--- src/amc_pkg.sv ---
// constants shared by the converter mode-control register bank
package amc_pkg;

  // ==========================================================
  // register map
  localparam logic [6:0] ADDR_RESET = 7'h00;
  localparam logic [6:0] ADDR_FMT_PWR = 7'h01;
  localparam logic [6:0] ADDR_OUT_MODE = 7'h02;
  localparam logic [6:0] ADDR_PAT_HI = 7'h03;
  localparam logic [6:0] ADDR_PAT_LO = 7'h04;
  localparam logic [7:0] REG_RESET_VAL = 8'h00;

  // ==========================================================
  // field positions
  localparam int SRST_BIT = 7;
  localparam int SLEEP_BIT = 4;
  localparam int NAP_MSB = 3;
  localparam int CUR_MSB = 7;
  localparam int CUR_LSB = 5;
  localparam int TERM_BIT = 4;
  localparam int OFF_BIT = 3;
  localparam int MODE_MSB = 2;
  localparam int TEST_EN_BIT = 7;
  localparam int PHI_MSB = 5;
  localparam int NUM_CHAN = 4;

  // ==========================================================
  // serial word framing
  localparam logic [4:0] WORD_BITS = 5'h10;
  localparam logic [4:0] HDR_BITS = 5'h08;

  // ==========================================================
  // timing
  localparam int CLK_PERIOD_NS = 25;
  localparam int SRST_TIME_NS = 100;
  localparam logic [3:0] SRST_CYCLES =
    4'((SRST_TIME_NS + CLK_PERIOD_NS - 1) / CLK_PERIOD_NS);

  // ==========================================================
  // driver current codes and currents in microamps
  typedef enum logic [2:0] {
    CUR_3P5 = 3'b000,
    CUR_4P0 = 3'b001,
    CUR_4P5 = 3'b010,
    CUR_NONE = 3'b011,
    CUR_3P0 = 3'b100,
    CUR_2P5 = 3'b101,
    CUR_2P1 = 3'b110,
    CUR_1P75 = 3'b111
  } amc_cur_t;
  localparam logic [13:0] UA_3P5 = 14'h0dac;
  localparam logic [13:0] UA_4P0 = 14'h0fa0;
  localparam logic [13:0] UA_4P5 = 14'h1194;
  localparam logic [13:0] UA_3P0 = 14'h0bb8;
  localparam logic [13:0] UA_2P5 = 14'h09c4;
  localparam logic [13:0] UA_2P1 = 14'h0834;
  localparam logic [13:0] UA_1P75 = 14'h06d6;

  // ==========================================================
  // lane and framing modes
  typedef enum logic [2:0] {
    LM_2L16 = 3'b000,
    LM_2L14 = 3'b001,
    LM_2L12 = 3'b010,
    LM_NU3 = 3'b011,
    LM_NU4 = 3'b100,
    LM_1L14 = 3'b101,
    LM_1L16A = 3'b110,
    LM_1L16B = 3'b111
  } amc_lane_t;

endpackage

--- src/amc_regs.sv ---
// mode-control register bank of a four-channel converter
//
// What this block does
// - each low power bit naps its own channel, in any combination
// - top power bit puts device to sleep, all channels off
// - all power bits clear means every channel converts normally
// - termination bit enables termination and doubles driver current
// - test enable bit swaps conversion data for the test word
// - pattern high bits 5-0 give test word bits 13 to 8
// - pattern low bits 7-2 give test word bits 7 to 2
// - pattern low bits 1-0 give the two extra test word bits
// - pattern high bit 6 is stored but has no effect
// - access is 16-bit word: flag, seven address, eight data bits
// - software reset zeroes registers, sleeps briefly, then self-clears
`timescale 1ns/1ps
module amc_regs
  import amc_pkg::*;
#(
  parameter int DATA_W = 14
) (
  // clock and reset
  input wire logic clock_i,
  input wire logic nrst_i,
  // configuration pins
  input wire logic programming_mode_select_i,
  input wire logic cs_n_i,
  input wire logic sck_i,
  input wire logic sdi_i,
  output logic sdo_o,
  output logic sdo_oe_o,
  // conversion data path
  input wire logic [DATA_W-1:0] conv_data_i,
  output logic [DATA_W-1:0] out_data_o,
  output logic out_drive_en_o,
  // power state
  output logic sleep_o,
  output logic [NUM_CHAN-1:0] chan_nap_o,
  output logic [NUM_CHAN-1:0] chan_run_o,
  // output driver settings
  output logic [2:0] driver_current_code_o,
  output logic internal_termination_enable_o,
  output logic [13:0] drive_current_ua_o,
  output logic output_disable_o,
  // serialization
  output logic [2:0] lane_serialization_mode_o,
  output logic two_lane_o,
  output logic [4:0] frame_bits_o,
  output logic lane_mode_valid_o,
  // test pattern
  output logic test_pattern_enable_o
);

  // ==========================================================
  // pin synchronisers
  logic [3:0] pins_s;
  amc_sync #(
    .WIDTH(4),
    .RST_VAL(4'h4)
  ) u_sync (
    .clock_i(clock_i),
    .nrst_i(nrst_i),
    .async_i({programming_mode_select_i, cs_n_i, sck_i, sdi_i}),
    .sync_o(pins_s)
  );

  // the serial port is held idle while pin programming is selected
  wire port_cs_n = pins_s[2] | pins_s[3];

  // ==========================================================
  // serial port engine
  logic [6:0] acc_addr;
  logic [7:0] acc_wdata;
  logic acc_wr;
  logic [7:0] acc_rdata;
  logic sdo_oe;

  amc_spi_port u_port (
    .clock_i(clock_i),
    .nrst_i(nrst_i),
    .cs_n_i(port_cs_n),
    .sck_i(pins_s[1]),
    .sdi_i(pins_s[0]),
    .rdata_i(acc_rdata),
    .addr_o(acc_addr),
    .wdata_o(acc_wdata),
    .wr_o(acc_wr),
    .sdo_oe_o(sdo_oe)
  );

  // ==========================================================
  // register storage
  logic [7:0] fmt_reg;
  logic [7:0] fmt_next;
  logic [7:0] omode_reg;
  logic [7:0] omode_next;
  logic [7:0] phi_reg;
  logic [7:0] phi_next;
  logic [7:0] plo_reg;
  logic [7:0] plo_next;
  logic [3:0] srst_cnt_reg;
  logic [3:0] srst_cnt_next;

  // ==========================================================
  // write decode
  wire hit_reset = acc_addr == ADDR_RESET;
  wire hit_fmt = acc_addr == ADDR_FMT_PWR;
  wire hit_omode = acc_addr == ADDR_OUT_MODE;
  wire hit_phi = acc_addr == ADDR_PAT_HI;
  wire hit_plo = acc_addr == ADDR_PAT_LO;
  wire srst_busy = srst_cnt_reg != 4'h0;
  wire srst_go = acc_wr & hit_reset & acc_wdata[SRST_BIT];
  // writes landing during the reset window are dropped
  wire wr_ok = acc_wr & ~srst_busy & ~srst_go;

  // reads never reach the update path
  assign fmt_next = srst_go ? REG_RESET_VAL :
    (wr_ok & hit_fmt) ? acc_wdata : fmt_reg;
  assign omode_next = srst_go ? REG_RESET_VAL :
    (wr_ok & hit_omode) ? acc_wdata : omode_reg;
  assign phi_next = srst_go ? REG_RESET_VAL :
    (wr_ok & hit_phi) ? acc_wdata : phi_reg;
  assign plo_next = srst_go ? REG_RESET_VAL :
    (wr_ok & hit_plo) ? acc_wdata : plo_reg;
  assign srst_cnt_next = srst_go ? SRST_CYCLES :
    srst_busy ? srst_cnt_reg - 4'h1 : 4'h0;

  always_ff @(posedge clock_i or negedge nrst_i) begin
    if (!nrst_i) begin
      fmt_reg <= REG_RESET_VAL;
      omode_reg <= REG_RESET_VAL;
      phi_reg <= REG_RESET_VAL;
      plo_reg <= REG_RESET_VAL;
      srst_cnt_reg <= 4'h0;
    end else begin
      fmt_reg <= fmt_next;
      omode_reg <= omode_next;
      phi_reg <= phi_next;
      plo_reg <= plo_next;
      srst_cnt_reg <= srst_cnt_next;
    end
  end

  // ==========================================================
  // readback; unmapped addresses read as zero
  wire [7:0] reset_rd = {srst_busy, 7'h00};
  assign acc_rdata = hit_reset ? reset_rd :
    hit_fmt ? fmt_reg :
    hit_omode ? omode_reg :
    hit_phi ? phi_reg :
    hit_plo ? plo_reg : 8'h00;

  // ==========================================================
  // power state
  // the reset window reuses sleep so the converter pauses while fields clear
  // sleep overrides naps
  wire sleep_w = fmt_reg[SLEEP_BIT] | srst_busy;
  wire [NUM_CHAN-1:0] nap_w;
  wire [NUM_CHAN-1:0] run_w;

  genvar ch;
  generate
    for (ch = 0; ch < NUM_CHAN; ch++) begin : g_chan
      assign nap_w[ch] = fmt_reg[ch] & ~sleep_w;
      assign run_w[ch] = ~fmt_reg[ch] & ~sleep_w;
    end
  endgenerate

  // ==========================================================
  // driver current
  amc_cur_t cur_code;
  logic [13:0] cur_base;
  assign cur_code = amc_cur_t'(omode_reg[CUR_MSB:CUR_LSB]);

  always_comb begin
    unique case (cur_code)
      CUR_3P5: cur_base = UA_3P5;
      CUR_4P0: cur_base = UA_4P0;
      CUR_4P5: cur_base = UA_4P5;
      CUR_NONE: cur_base = 14'h0000;
      CUR_3P0: cur_base = UA_3P0;
      CUR_2P5: cur_base = UA_2P5;
      CUR_2P1: cur_base = UA_2P1;
      CUR_1P75: cur_base = UA_1P75;
    endcase
  end

  // no overflow: the largest base current doubled still fits 14 bits
  wire term_w = omode_reg[TERM_BIT];
  wire [13:0] cur_ua = term_w ? {cur_base[12:0], 1'b0} : cur_base;

  // ==========================================================
  // serialization mode
  amc_lane_t lane;
  logic two_lane;
  logic [4:0] frame_bits;
  logic lane_ok;
  assign lane = amc_lane_t'(omode_reg[MODE_MSB:0]);

  // unused codes fall back to the widest framing and are flagged invalid
  always_comb begin
    unique case (lane)
      LM_2L16: {two_lane, frame_bits, lane_ok} = {1'b1, 5'h10, 1'b1};
      LM_2L14: {two_lane, frame_bits, lane_ok} = {1'b1, 5'h0e, 1'b1};
      LM_2L12: {two_lane, frame_bits, lane_ok} = {1'b1, 5'h0c, 1'b1};
      LM_NU3: {two_lane, frame_bits, lane_ok} = {1'b1, 5'h10, 1'b0};
      LM_NU4: {two_lane, frame_bits, lane_ok} = {1'b1, 5'h10, 1'b0};
      LM_1L14: {two_lane, frame_bits, lane_ok} = {1'b0, 5'h0e, 1'b1};
      LM_1L16A: {two_lane, frame_bits, lane_ok} = {1'b0, 5'h10, 1'b1};
      LM_1L16B: {two_lane, frame_bits, lane_ok} = {1'b0, 5'h10, 1'b1};
    endcase
  end

  // ==========================================================
  // test pattern
  // pattern high bit 6 is never used in the test word, only read back
  wire [5:0] pat_hi = phi_reg[PHI_MSB:0];
  wire [5:0] pat_lo = plo_reg[7:2];
  // extra bits below the twelve data bits
  wire [1:0] pat_x = plo_reg[1:0];
  wire [13:0] test_word = {pat_hi, pat_lo, pat_x};
  wire test_en = phi_reg[TEST_EN_BIT];
  wire [DATA_W-1:0] data_w =
    test_en ? DATA_W'(test_word) : conv_data_i;
  wire drive_en_w = ~omode_reg[OFF_BIT];

  // ==========================================================
  // registered outputs
  // data path and pin enables
  always_ff @(posedge clock_i or negedge nrst_i) begin
    if (!nrst_i) begin
      out_data_o <= '0;
      out_drive_en_o <= 1'b0;
      sdo_oe_o <= 1'b0;
    end else begin
      out_data_o <= data_w;
      out_drive_en_o <= drive_en_w;
      sdo_oe_o <= sdo_oe;
    end
  end

  // power state
  always_ff @(posedge clock_i or negedge nrst_i) begin
    if (!nrst_i) begin
      sleep_o <= 1'b0;
      chan_nap_o <= '0;
      chan_run_o <= '0;
    end else begin
      sleep_o <= sleep_w;
      chan_nap_o <= nap_w;
      chan_run_o <= run_w;
    end
  end

  // driver current
  always_ff @(posedge clock_i or negedge nrst_i) begin
    if (!nrst_i) begin
      drive_current_ua_o <= 14'h0000;
    end else begin
      drive_current_ua_o <= cur_ua;
    end
  end

  // serialization
  always_ff @(posedge clock_i or negedge nrst_i) begin
    if (!nrst_i) begin
      two_lane_o <= 1'b0;
      frame_bits_o <= 5'h00;
      lane_mode_valid_o <= 1'b0;
    end else begin
      two_lane_o <= two_lane;
      frame_bits_o <= frame_bits;
      lane_mode_valid_o <= lane_ok;
    end
  end

  // raw fields come straight from the register flops
  assign driver_current_code_o = omode_reg[CUR_MSB:CUR_LSB];
  assign internal_termination_enable_o = omode_reg[TERM_BIT];
  assign output_disable_o = omode_reg[OFF_BIT];
  assign lane_serialization_mode_o = omode_reg[MODE_MSB:0];
  assign test_pattern_enable_o = phi_reg[TEST_EN_BIT];
  // open drain only ever pulls low
  assign sdo_o = 1'b0;

endmodule

--- src/amc_sync.sv ---
// two-flop synchroniser for a group of pin inputs
`timescale 1ns/1ps
module amc_sync #(
  parameter int WIDTH = 1,
  parameter logic [WIDTH-1:0] RST_VAL = '0
) (
  // clock and reset
  input wire logic clock_i,
  input wire logic nrst_i,
  // pins in, synchronised levels out
  input wire logic [WIDTH-1:0] async_i,
  output logic [WIDTH-1:0] sync_o
);
  logic [WIDTH-1:0] meta_reg;
  logic [WIDTH-1:0] sync_reg;

  always_ff @(posedge clock_i or negedge nrst_i) begin
    if (!nrst_i) begin
      meta_reg <= RST_VAL;
      sync_reg <= RST_VAL;
    end else begin
      meta_reg <= async_i;
      sync_reg <= meta_reg;
    end
  end

  assign sync_o = sync_reg;
endmodule

--- src/amc_spi_port.sv ---
// serial configuration word engine: shift in, write strobe, readback
`timescale 1ns/1ps
module amc_spi_port
  import amc_pkg::*;
(
  // clock and reset
  input wire logic clock_i,
  input wire logic nrst_i,
  // synchronised pins
  input wire logic cs_n_i,
  input wire logic sck_i,
  input wire logic sdi_i,
  // register side
  input wire logic [7:0] rdata_i,
  output logic [6:0] addr_o,
  output logic [7:0] wdata_o,
  output logic wr_o,
  // open-drain data out enable
  output logic sdo_oe_o
);
  logic sck_d_reg;
  logic [4:0] cnt_reg;
  logic [15:0] sh_reg;
  logic load_reg;
  logic rd_mode_reg;
  logic [7:0] rd_reg;
  logic wr_reg;
  logic oe_reg;

  wire rise = sck_i & ~sck_d_reg;
  wire fall = ~sck_i & sck_d_reg;
  wire take = rise & (cnt_reg < WORD_BITS);
  wire last = rise & (cnt_reg == WORD_BITS - 5'h01);
  wire hdr_end = rise & (cnt_reg == HDR_BITS - 5'h01);
  wire drive = fall & rd_mode_reg & (cnt_reg >= HDR_BITS)
    & (cnt_reg < WORD_BITS);

  always_ff @(posedge clock_i or negedge nrst_i) begin
    if (!nrst_i) begin
      sck_d_reg <= 1'b0;
      cnt_reg <= 5'h00;
      sh_reg <= 16'h0000;
      load_reg <= 1'b0;
      rd_mode_reg <= 1'b0;
      rd_reg <= 8'h00;
      wr_reg <= 1'b0;
      oe_reg <= 1'b0;
    end else begin
      sck_d_reg <= sck_i;
      wr_reg <= ~cs_n_i & last & ~sh_reg[14];
      load_reg <= ~cs_n_i & hdr_end & sh_reg[6];
      if (cs_n_i) begin
        cnt_reg <= 5'h00;
        rd_mode_reg <= 1'b0;
        oe_reg <= 1'b0;
      end else begin
        // edges beyond the sixteenth are ignored
        if (take) begin
          sh_reg <= {sh_reg[14:0], sdi_i};
          cnt_reg <= cnt_reg + 5'h01;
        end
        if (hdr_end) begin
          rd_mode_reg <= sh_reg[6];
        end
        if (load_reg) begin
          rd_reg <= rdata_i;
        end else if (drive) begin
          oe_reg <= ~rd_reg[7];
          rd_reg <= {rd_reg[6:0], 1'b0};
        end
      end
    end
  end

  assign addr_o = (cnt_reg == WORD_BITS) ? sh_reg[14:8] : sh_reg[6:0];
  assign wdata_o = sh_reg[7:0];
  assign wr_o = wr_reg;
  assign sdo_oe_o = oe_reg;
endmodule

--- config.mk ---
export PLATFORM = sky130hd
export DESIGN_NAME = amc_regs
export DESIGN_NICKNAME = d
export VERILOG_FILES = /design/src/amc_pkg.sv /design/src/amc_regs.sv /design/src/amc_sync.sv /design/src/amc_spi_port.sv
export SDC_FILE = /design/constraint.sdc
export NUM_CORES = 1
export LEC_CHECK = 0
export ABC_AREA = 1
export ABC_CLOCK_PERIOD_IN_PS = 5900
export BUFFER_PORTS_ARGS = -buffer_cell sky130_fd_sc_hd__buf_2
export CAP_MARGIN = 20
export CORE_ASPECT_RATIO = 1.4
export CORE_UTILIZATION = 40
export DETAILED_ROUTE_END_ITERATION = 10
export PLACE_DENSITY_LB_ADDON = 0.05
export SYNTH_ARGS = -nofsm -noshare
export SYNTH_HDL_FRONTEND = slang
export SYNTH_SLANG_ARGS = --single-unit
--- constraint.sdc ---
create_clock -name clock_i -period 5.9 [get_ports clock_i]
set_input_delay 1.18 -clock clock_i [delete_from_list [all_inputs] [get_ports clock_i]]
set_output_delay 1.18 -clock clock_i [all_outputs]
set_load 0.01 [all_outputs]
==> results.sh, run 1 <==
export IMPL_outcome="finished clean"
export IMPL_irDropWorstVdd_mv=0.1643
export IMPL_cp_required_ns=4.72
export IMPL_slowest_stage="dfrtp_1"
export IMPL_track_usage=0.1954
export IMPL_cts_root_buf="clkbuf_16"
export IMPL_cts_hold_buffers_added=0
export IMPL_grt_pass1_vias=4093
export IMPL_clock_latency_ns=0.41
export IMPL_ios=76
export IMPL_yosysTopAreaCellShare=0.5324
export IMPL_io_buffer_count=72
export IMPL_cp_start_kind="flop"
export IMPL_hpwl_mm=9.102
export IMPL_period_share=0.4554
export IMPL_syn_area_per_cell_sq_um=9.229
export IMPL_h_tree_depth=4
export IMPL_max_clock_path_buffers=2
export IMPL_postLayoutCoreUtil=0.4889
export IMPL_yosysTopAreaCell="dfrtp_1"
export IMPL_critPathKind="reg -> out"
export IMPL_place_congestion=0.8053
export IMPL_diodes=0
export IMPL_drt_iter0_markers=234
export IMPL_dieArea_sq_mm=0.01435
export IMPL_synthArstFlopShare=1.000
export IMPL_final_common_cell="nand2_1"
export IMPL_grt_pass1_wl_mm=21.05
export IMPL_overflow=0
export IMPL_hold_class="reg -> reg"
export IMPL_synth_distinct_cells=43
export IMPL_setup_viol=0
export IMPL_synth_seq_cells=120
export IMPL_cts_tree="built"
export IMPL_worst_path_buf_inv=1
export IMPL_finalCriticalPeriod_ns=2.687
export IMPL_cp_end_kind="output port"
export IMPL_fmax_mhz=372.2
export IMPL_antenna_found_initial=0
export IMPL_drt_wirelength_per_cell_microns=14.54
export IMPL_synth_area_leaders="dfrtp_1, nand2_1, nand3_1, nor2_1, ha_1"
export IMPL_post_cts_buffers=0
export IMPL_area_delta_synth_final_pct=18.57
export IMPL_layout_common_cells="nand2_1, dfrtp_1, buf_2, nor2_1, nand3_1"
export IMPL_power_density_mw_per_mm2=305.2
export IMPL_row_count=50
export IMPL_cts_buffers=17
export IMPL_crit_path_cell_trace="buf_2"
export IMPL_synthCells=601
export IMPL_vias=4177
export IMPL_synth_edf_count=0
export IMPL_clock_skew_ns=0.008743
export IMPL_largest_register_ffs=15
export IMPL_yosys_warnings=0
export IMPL_drive_above_1_share=0.2304
export IMPL_drv_cap=0
export IMPL_vias_per_cell=4.790
export IMPL_crit_path_max_incr_delay_ns=0.84
export IMPL_die_w_microns=101.5
export IMPL_arrival_ns=1.51
export IMPL_path_max_fanout=21
export IMPL_initial_core_util=0.4124
export IMPL_grt_max_degree=68
export IMPL_finalHoldViolations=0
export IMPL_drc=0
export IMPL_worstMarginPinSlew_ns=0.8512
export IMPL_synth_flop_cell="dfrtp_1"
export IMPL_clock_sinks=120
export IMPL_cts_resized=0
export IMPL_first_pass_iters=5
export IMPL_leakagePower_nw=3.296
export IMPL_core_area_sq_mm=0.01345
export IMPL_tns_ns=0
export IMPL_slew_viol_final=0
export IMPL_wl_mm=12.68
export IMPL_syn_area_sq_mm=0.005547
export IMPL_ant_nets=0
export IMPL_seq_area_frac_synth=0.5418
export IMPL_final_nets=714
export IMPL_critPathTopFamily="flip-flops"
export IMPL_rsz0062_at_grt="no"
export IMPL_cts_clk_slew_worst_paths_ns=0.05
export IMPL_slew_headroom=0.4326
export IMPL_die_h_microns=141.3
[metrics by stage]
step	power [mW]	hold slack [ns]	cell area [sq um]	std cells	setup WS, ns
2_1_floorplan	1.019	0.3312	5554	603	4.016
3_3_place_gp	1.080	0.3332	6042	840	3.317
4_1_cts	2.032	0.3497	6576	872	3.174
6_report	2.007	0.3472	6576	872	3.213
3_5_place_dp	1.082	0.3371	6042	840	3.274
5_1_grt	2.089	0.3558	6576	872	3.118
[cells in the mapped netlist, types with 2 or more instances]
cell,n
a21oi_1,25
a21oi_2,3
buf_2,4
buf_4,6
clkbuf_1,7
clkinv_1,2
dfrtp_1,118
dfstp_2,2
ha_1,17
inv_1,50
inv_2,4
mux2_2,10
mux2i_1,2
nand2_1,144
nand2_2,5
nand2_4,7
nand3_1,56
nand3_2,6
nand3_4,3
nand3b_1,2
nor2_1,61
nor2_2,3
nor2_4,6
nor3_1,4
o211ai_1,2
o21ai_0,32
o21ai_2,4
[where the power goes]
part | switching, mW | total (mW) | internal, mW | leakage, nW
clock | 0.356 | 0.941 | 0.585 | 0.264
sequential | 0.0238 | 0.864 | 0.841 | 1.54
combinational | 0.143 | 0.201 | 0.0580 | 1.49
total | 0.523 | 2.01 | 1.48 | 3.30
[metal layers]
metal | up-vias | global-route usage | part of all wire
li1 | 2074 | - | -
met1 | 1994 | 0.2388 | 0.42
met2 | 94 | 0.3311 | 0.53
met3 | 15 | 0.04631 | 0.037
met4 | 0 | 0.07323 | 0.015
met5 | - | 0 | 0
[cell families after synthesis]
kind of cell | share of synthesized area
AO/OA/AOI/OAI | 0.07309
XOR/XNOR | 0.003159
buffers and inverters | 0.06181
other | 0.0006761
flip-flops | 0.5418
adder cells (fa/ha/maj) | 0.03835
AND/OR/NAND/NOR | 0.2572
multiplexers | 0.02391
[worst paths after layout]
path	from	end	slack (ns)	cells after the start
min in group asynchronous	nrst_i	frame_bits_o[3]	0.87	1
setup reg to reg	u_port.cnt_reg[0]	plo_reg[6]	3.36	15
hold / removal	u_sync.meta_reg[0]	u_sync.sync_o[0]	0.35	0
setup / recovery	phi_reg[7]	test_pattern_enable_o	3.21	1
hold reg to reg	u_sync.meta_reg[0]	u_sync.sync_o[0]	0.35	0
max in group asynchronous	nrst_i	u_port.wr_o	3.84	2
[final cells by class]
class                      instances  area, sq um
multi-input combinational        406         2206
timing repair buffer              74        377.9
sequential                       120         3005
tap                              182        227.7
clock inverter                     9        76.32
fill                            1350         6874
clock buffer                      23        457.9
inverter                          58        225.2
No activity file was read; power rests on OpenSTA's default activity.
==> inputs of run 2 (changes only) <==
--- a/config.mk
+++ b/config.mk
@@ -6,7 +6,7 @@
 export NUM_CORES = 1
 export LEC_CHECK = 0
 export ABC_AREA = 1
-export ABC_CLOCK_PERIOD_IN_PS = 5900
+export ABC_CLOCK_PERIOD_IN_PS = 2700
 export BUFFER_PORTS_ARGS = -buffer_cell sky130_fd_sc_hd__buf_2
 export CAP_MARGIN = 20
 export CORE_ASPECT_RATIO = 1.4
==> constraint.sdc (replaced) <==
create_clock -name clock_i -period 2.7 [get_ports clock_i]
set_input_delay 0.54 -clock clock_i [delete_from_list [all_inputs] [get_ports clock_i]]
set_output_delay 0.54 -clock clock_i [all_outputs]
set_load 0.01 [all_outputs]
==> results.sh, run 2 (synthesis results as in run 1) <==
export IMPL_outcome="finished clean"
export IMPL_area_delta_synth_final_pct=20.23
export IMPL_cts_hold_buffers_added=0
export IMPL_whs_ns=0.1188
export IMPL_vias_per_cell=4.764
export IMPL_layout_setup_ws_ns=0.3872
export IMPL_hold_class="in -> async"
export IMPL_postLayoutCoreUtil=0.4958
export IMPL_max_clock_path_buffers=2
export IMPL_h_tree_depth=4
export IMPL_cts_tree="built"
export IMPL_path_max_fanout=11
export IMPL_slowest_stage="dfrtp_1"
export IMPL_fmax_mhz=432.4
export IMPL_drive_above_1_share=0.2403
export IMPL_dieArea_sq_mm=0.01435
export IMPL_leakagePower_nw=3.338
export IMPL_grt_pass1_vias=4125
export IMPL_ios=76
export IMPL_cp_start_kind="flop"
export IMPL_vias=4178
export IMPL_crit_path_max_incr_delay_ns=0.37
export IMPL_track_usage=0.1957
export IMPL_cp_required_ns=2.98
export IMPL_cts_clk_slew_worst_paths_ns=0.05
export IMPL_r2r_setup_slack_ns=0.39
export IMPL_drt_iter0_markers=163
export IMPL_r2r_cells=14
export IMPL_diodes=0
export IMPL_period_share=0.8566
export IMPL_crit_path_cell_trace="inv_1 > ha_1 > nand2_1 > inv_2 > nand2_4 > nand2_2 > nand2_4 > inv_1 > nor2_4 > nand3_4 > inv_1 > a21oi_1 > o21ai_0 > nand2_1"
export IMPL_grt_max_degree=58
export IMPL_die_h_microns=141.3
export IMPL_drt_wirelength_per_cell_microns=14.65
export IMPL_slew_viol_final=0
export IMPL_drc=0
export IMPL_wl_mm=12.85
export IMPL_overflow=0
export IMPL_grt_pass1_wl_mm=21.04
export IMPL_rsz0062_at_grt="no"
export IMPL_die_w_microns=101.5
export IMPL_initial_core_util=0.4124
export IMPL_antenna_found_initial=0
export IMPL_final_common_cell="nand2_1"
export IMPL_first_pass_iters=4
export IMPL_timing_rr_end="u_port.rd_reg[0]"
export IMPL_drv_cap=0
export IMPL_tns_ns=0
export IMPL_cts_root_buf="clkbuf_16"
export IMPL_power_density_mw_per_mm2=673.3
export IMPL_setup_viol=0
export IMPL_row_count=50
export IMPL_finalCriticalPeriod_ns=2.313
export IMPL_largest_register_ffs=15
export IMPL_layout_common_cells="nand2_1, dfrtp_1, buf_2, nor2_1, nand3_1"
export IMPL_hpwl_mm=9.502
export IMPL_finalHoldViolations=0
export IMPL_cpMostUsedCell="inv_1"
export IMPL_cts_resized=0
export IMPL_clock_skew_ns=0.01068
export IMPL_irDropWorstVdd_mv=0.4370
export IMPL_power_total_mw=4.490
export IMPL_slew_headroom=0.4856
export IMPL_critPathKind="reg -> reg"
export IMPL_arrival_ns=2.60
export IMPL_io_buffer_count=72
export IMPL_clock_sinks=120
export IMPL_cp_end_kind="flop"
export IMPL_worstMarginPinSlew_ns=0.7635
export IMPL_r2r_start="u_port.cnt_reg[0]"
export IMPL_place_congestion=0.8624
export IMPL_ant_nets=0
export IMPL_cts_buffers=17
export IMPL_dp_slack_ns=0.4115
export IMPL_fillers=1310
export IMPL_final_nets=720
export IMPL_clock_latency_ns=0.41
export IMPL_post_cts_buffers=0
export IMPL_core_area_sq_mm=0.01345
## run 2: worst max-delay path by stage
stage | from | to | slack [ns] | cells after the start
floorplan | u_port.cnt_reg[0] | plo_reg[4] | 0.82 | 14
global placement | u_port.cnt_reg[0] | u_port.rd_reg[5] | 0.47 | 14
detailed placement | u_port.cnt_reg[0] | u_port.rd_reg[5] | 0.41 | 15
CTS | u_port.cnt_reg[0] | u_port.rd_reg[0] | 0.40 | 14
global route | u_port.cnt_reg[0] | u_port.rd_reg[0] | 0.20 | 14
finish | u_port.cnt_reg[0] | u_port.rd_reg[0] | 0.39 | 14
## run 2: routing by layer
| metal | global-route usage | up-vias | part of all wire |
|---|---|---|---|
| met5 | 0 | - | 0 |
| met4 | 0.07018 | 0 | 0.012 |
| met3 | 0.04631 | 16 | 0.030 |
| met2 | 0.3432 | 82 | 0.54 |
| met1 | 0.2300 | 1996 | 0.42 |
| li1 | - | 2084 | - |
## run 2: area by class of cell
class	count	area (sq um)	area share
Clock inverter	7	67.56	0.01013
Clock buffer	24	501.7	0.07523
Sequential cell	120	3005	0.4507
Inverter	58	225.2	0.03377
Multi-Input combinational cell	406	2206	0.3308
Timing Repair Buffer	80	435.4	0.06529
Tap cell	182	227.7	0.03415
## run 2: report_power, final
part	internal (mW)	switching, mW	total, mW
registers	1.84	0.0582	1.89
clock network	1.38	0.779	2.16
logic	0.131	0.309	0.440
total	3.34	1.15	4.49
## run 2: metrics by stage
stage	instances	instance area, sq um
floorplan	603	5554
global placement	846	6100
detailed placement	846	6100
CTS	877	6669
global route	877	6669
finish	877	6669
## run 2: critical path: cells and delay by family (launching register included)
family	cells	cell delay (ns)
compound gates	2	0.23
fa+ha+maj	1	0.19
buf+inv	4	0.51
flops	1	0.37
simple gates	7	0.88
==> inputs of run 3 (changes only) <==
--- a/config.mk
+++ b/config.mk
@@ -5,7 +5,6 @@
 export SDC_FILE = /design/constraint.sdc
 export NUM_CORES = 1
 export LEC_CHECK = 0
-export ABC_AREA = 1
 export ABC_CLOCK_PERIOD_IN_PS = 2700
 export BUFFER_PORTS_ARGS = -buffer_cell sky130_fd_sc_hd__buf_2
 export CAP_MARGIN = 20
==> results.sh, run 3 <==
export IMPL_slowest_stage="o211a_1"
export IMPL_cp_required_ns=2.99
export IMPL_cts_hold_buffers_added=0
export IMPL_seq_area_frac_synth=0.5711
export IMPL_power_switching_mw=1.150
export IMPL_crit_path_cell_trace="inv_1 > ha_1 > nor4bb_1 > buf_4 > and4b_1 > o211a_1 > nor2_1 > a22o_1"
export IMPL_syn_area_sq_mm=0.005263
export IMPL_antenna_found_initial=0
export IMPL_finalCriticalPeriod_ns=2.491
export IMPL_core_area_sq_mm=0.01281
export IMPL_synthTopCellsByCount="dfrtp_1, nor2_1, mux2_2, a22o_1"
export IMPL_cts_clk_slew_worst_paths_ns=0.05
export IMPL_crit_path_max_incr_delay_ns=0.52
export IMPL_met1_usage=0.2235
export IMPL_placed_cell_area_sq_mm=0.005864
export IMPL_synth_flop_cell="dfrtp_1"
export IMPL_synth_edf_count=0
export IMPL_drt_wirelength_per_cell_microns=17.90
export IMPL_leakagePower_nw=3.028
export IMPL_syn_area_per_cell_sq_um=12.04
export IMPL_swShare=0.2400
export IMPL_max_clock_path_buffers=2
export IMPL_worstMarginPinSlew_ns=0.7044
export IMPL_multi_input_area_sq_mm=0.002100
export IMPL_synth_distinct_cells=56
export IMPL_tns_ns=0
export IMPL_p_clk_frac=0.497
export IMPL_vias_per_cell=5.353
export IMPL_setup_viol=0
export IMPL_clock_sinks=120
export IMPL_drt_iter0_markers=180
export IMPL_cp_end_kind="flop"
export IMPL_clock_skew_ns=0.01038
export IMPL_die_w_microns=98.94
export IMPL_dp_cells=657
export IMPL_irDropWorstVdd_mv=0.3954
export IMPL_power_total_mw=4.791
export IMPL_grt_pass1_vias=3662
export IMPL_power_density_mw_per_mm2=737.7
export IMPL_r2r_cells=8
export IMPL_period_share=0.9226
export IMPL_yosysTopAreaCell="dfrtp_1"
export IMPL_yosysTopAreaCellShare=0.5611
export IMPL_overflow=0
export IMPL_ios=76
export IMPL_timing_rr_end="phi_reg[5]"
export IMPL_clock_latency_ns=0.41
export IMPL_critPathKind="reg -> reg"
export IMPL_r2r_start="u_port.cnt_reg[0]"
export IMPL_drc=0
export IMPL_finalHoldViolations=0
export IMPL_comb_power_share=0.108
export IMPL_cts_buffers=17
export IMPL_initial_core_util=0.4107
export IMPL_cts_resized=0
export IMPL_io_buffer_count=72
export IMPL_cts_root_buf="clkbuf_16"
export IMPL_grtUsageMet2=0.3415
export IMPL_synth_most_common_cell="dfrtp_1"
export IMPL_fillers=1141
export IMPL_cp_start_kind="flop"
export IMPL_first_pass_iters=4
export IMPL_seqCellArea_sq_mm=0.003005
export IMPL_drive_above_1_share=0.3265
export IMPL_final_common_cell="dfrtp_1"
export IMPL_arrival_ns=2.78
export IMPL_largest_register_ffs=15
export IMPL_fmax_mhz=401.4
export IMPL_ant_nets=0
export IMPL_path_max_fanout=11
export IMPL_hpwl_mm=8.742
export IMPL_cts_tree="built"
export IMPL_synth_area_leaders="dfrtp_1, mux2_2, a22o_1, ha_1, nor2_1"
export IMPL_fin_area_sq_mm=0.006494
export IMPL_die_h_microns=137.7
export IMPL_post_cts_buffers=0
export IMPL_r2r_setup_slack_ns=0.21
export IMPL_wl_mm=12.33
export IMPL_rsz0062_at_grt="no"
export IMPL_final_nets=560
export IMPL_dieArea_sq_mm=0.01363
export IMPL_h_tree_depth=4
export IMPL_grt_max_degree=49
export IMPL_yosys_warnings=0
export IMPL_layout_common_cells="dfrtp_1, buf_2, nor2_1, mux2_2, a22o_1"
export IMPL_whs_ns=0.1598
export IMPL_track_usage=0.1955
export IMPL_gr_usage_met3=0.04871
export IMPL_diodes=0
export IMPL_vias=3688
export IMPL_layoutNonFillerInstCount=689
export IMPL_outcome="finished clean"
export IMPL_area_delta_synth_final_pct=23.40
export IMPL_power_frac_seq=0.394
export IMPL_top_usage_layer="met2"
export IMPL_drv_cap=0
export IMPL_slew_viol_final=0
export IMPL_synthArstFlopShare=1.000
export IMPL_internal_power_mw=3.641
export IMPL_hold_class="in -> async"
export IMPL_synth_seq_cells=120
export IMPL_synthCells=437
export IMPL_row_count=49
export IMPL_slew_headroom=0.5304
export IMPL_place_congestion=0.8663
export IMPL_grt_pass1_wl_mm=19.60
==> run 3: layer usage <==
metal,part of all wire,vias to the layer above
met2,0.53,81
met3,0.034,10
met4,0.019,0
met5,0,-
li1,-,1750
met1,0.41,1847
==> run 3: layout make-up <==
| cell class | count | share of cell area |
|---|---|---|
| Clock buffer | 20 | 0.07033 |
| Clock inverter | 12 | 0.02659 |
| Inverter | 16 | 0.009249 |
| Multi-Input combinational cell | 280 | 0.3233 |
| Sequential cell | 120 | 0.4628 |
| Tap cell | 153 | 0.02948 |
| Timing Repair Buffer | 88 | 0.07823 |
==> run 3: power groups by stage <==
stage	Sequential [mW]	Combinational, mW	Clock, mW
3_3_place_gp	1.92	0.517	0
3_5_place_dp	1.92	0.518	0
2_1_floorplan	1.91	0.310	0
6_report	1.89	0.519	2.38
4_1_cts	1.89	0.521	2.43
5_1_grt	1.90	0.565	2.52
==> run 3: critical path: cells and delay by family, from the launching register on <==
kind	cells	cell delay (ns)
buf+inv	2	0.29
compound gates	2	0.75
simple gates	3	0.75
flops	1	0.42
fa+ha+maj	1	0.15
==> run 3: worst max path at each step <==
| stage | start | end |
|---|---|---|
| after global placement | u_port.cnt_reg[0] | fmt_reg[1] |
| after CTS | u_port.cnt_reg[0] | phi_reg[1] |
| after detailed placement | u_port.cnt_reg[0] | fmt_reg[6] |
| after floorplan | u_port.cnt_reg[0] | omode_reg[6] |
| after global routing | u_port.cnt_reg[0] | phi_reg[4] |
| final | u_port.cnt_reg[0] | phi_reg[5] |
==> run 3: cells by family after synthesis <==
group           after synthesis  synth area share
flops                       120            0.5711
simple gates                115            0.1208
compound gates              100            0.1429
mux                          42           0.08773
buf+inv                      39           0.03138
fa+ha+maj                    17           0.04042
xor+xnor                      3          0.004994
other cells                   1         0.0007126
==> run 3: metrics by stage <==
step | utilization | setup WS (ns)
after floorplan | - | 0.5233
after global placement | 0.4577 | 0.2289
after detailed placement | 0.4577 | 0.2054
after CTS | 0.5068 | 0.1944
after global routing | 0.5068 | 0.09378
final | 0.5068 | 0.2089
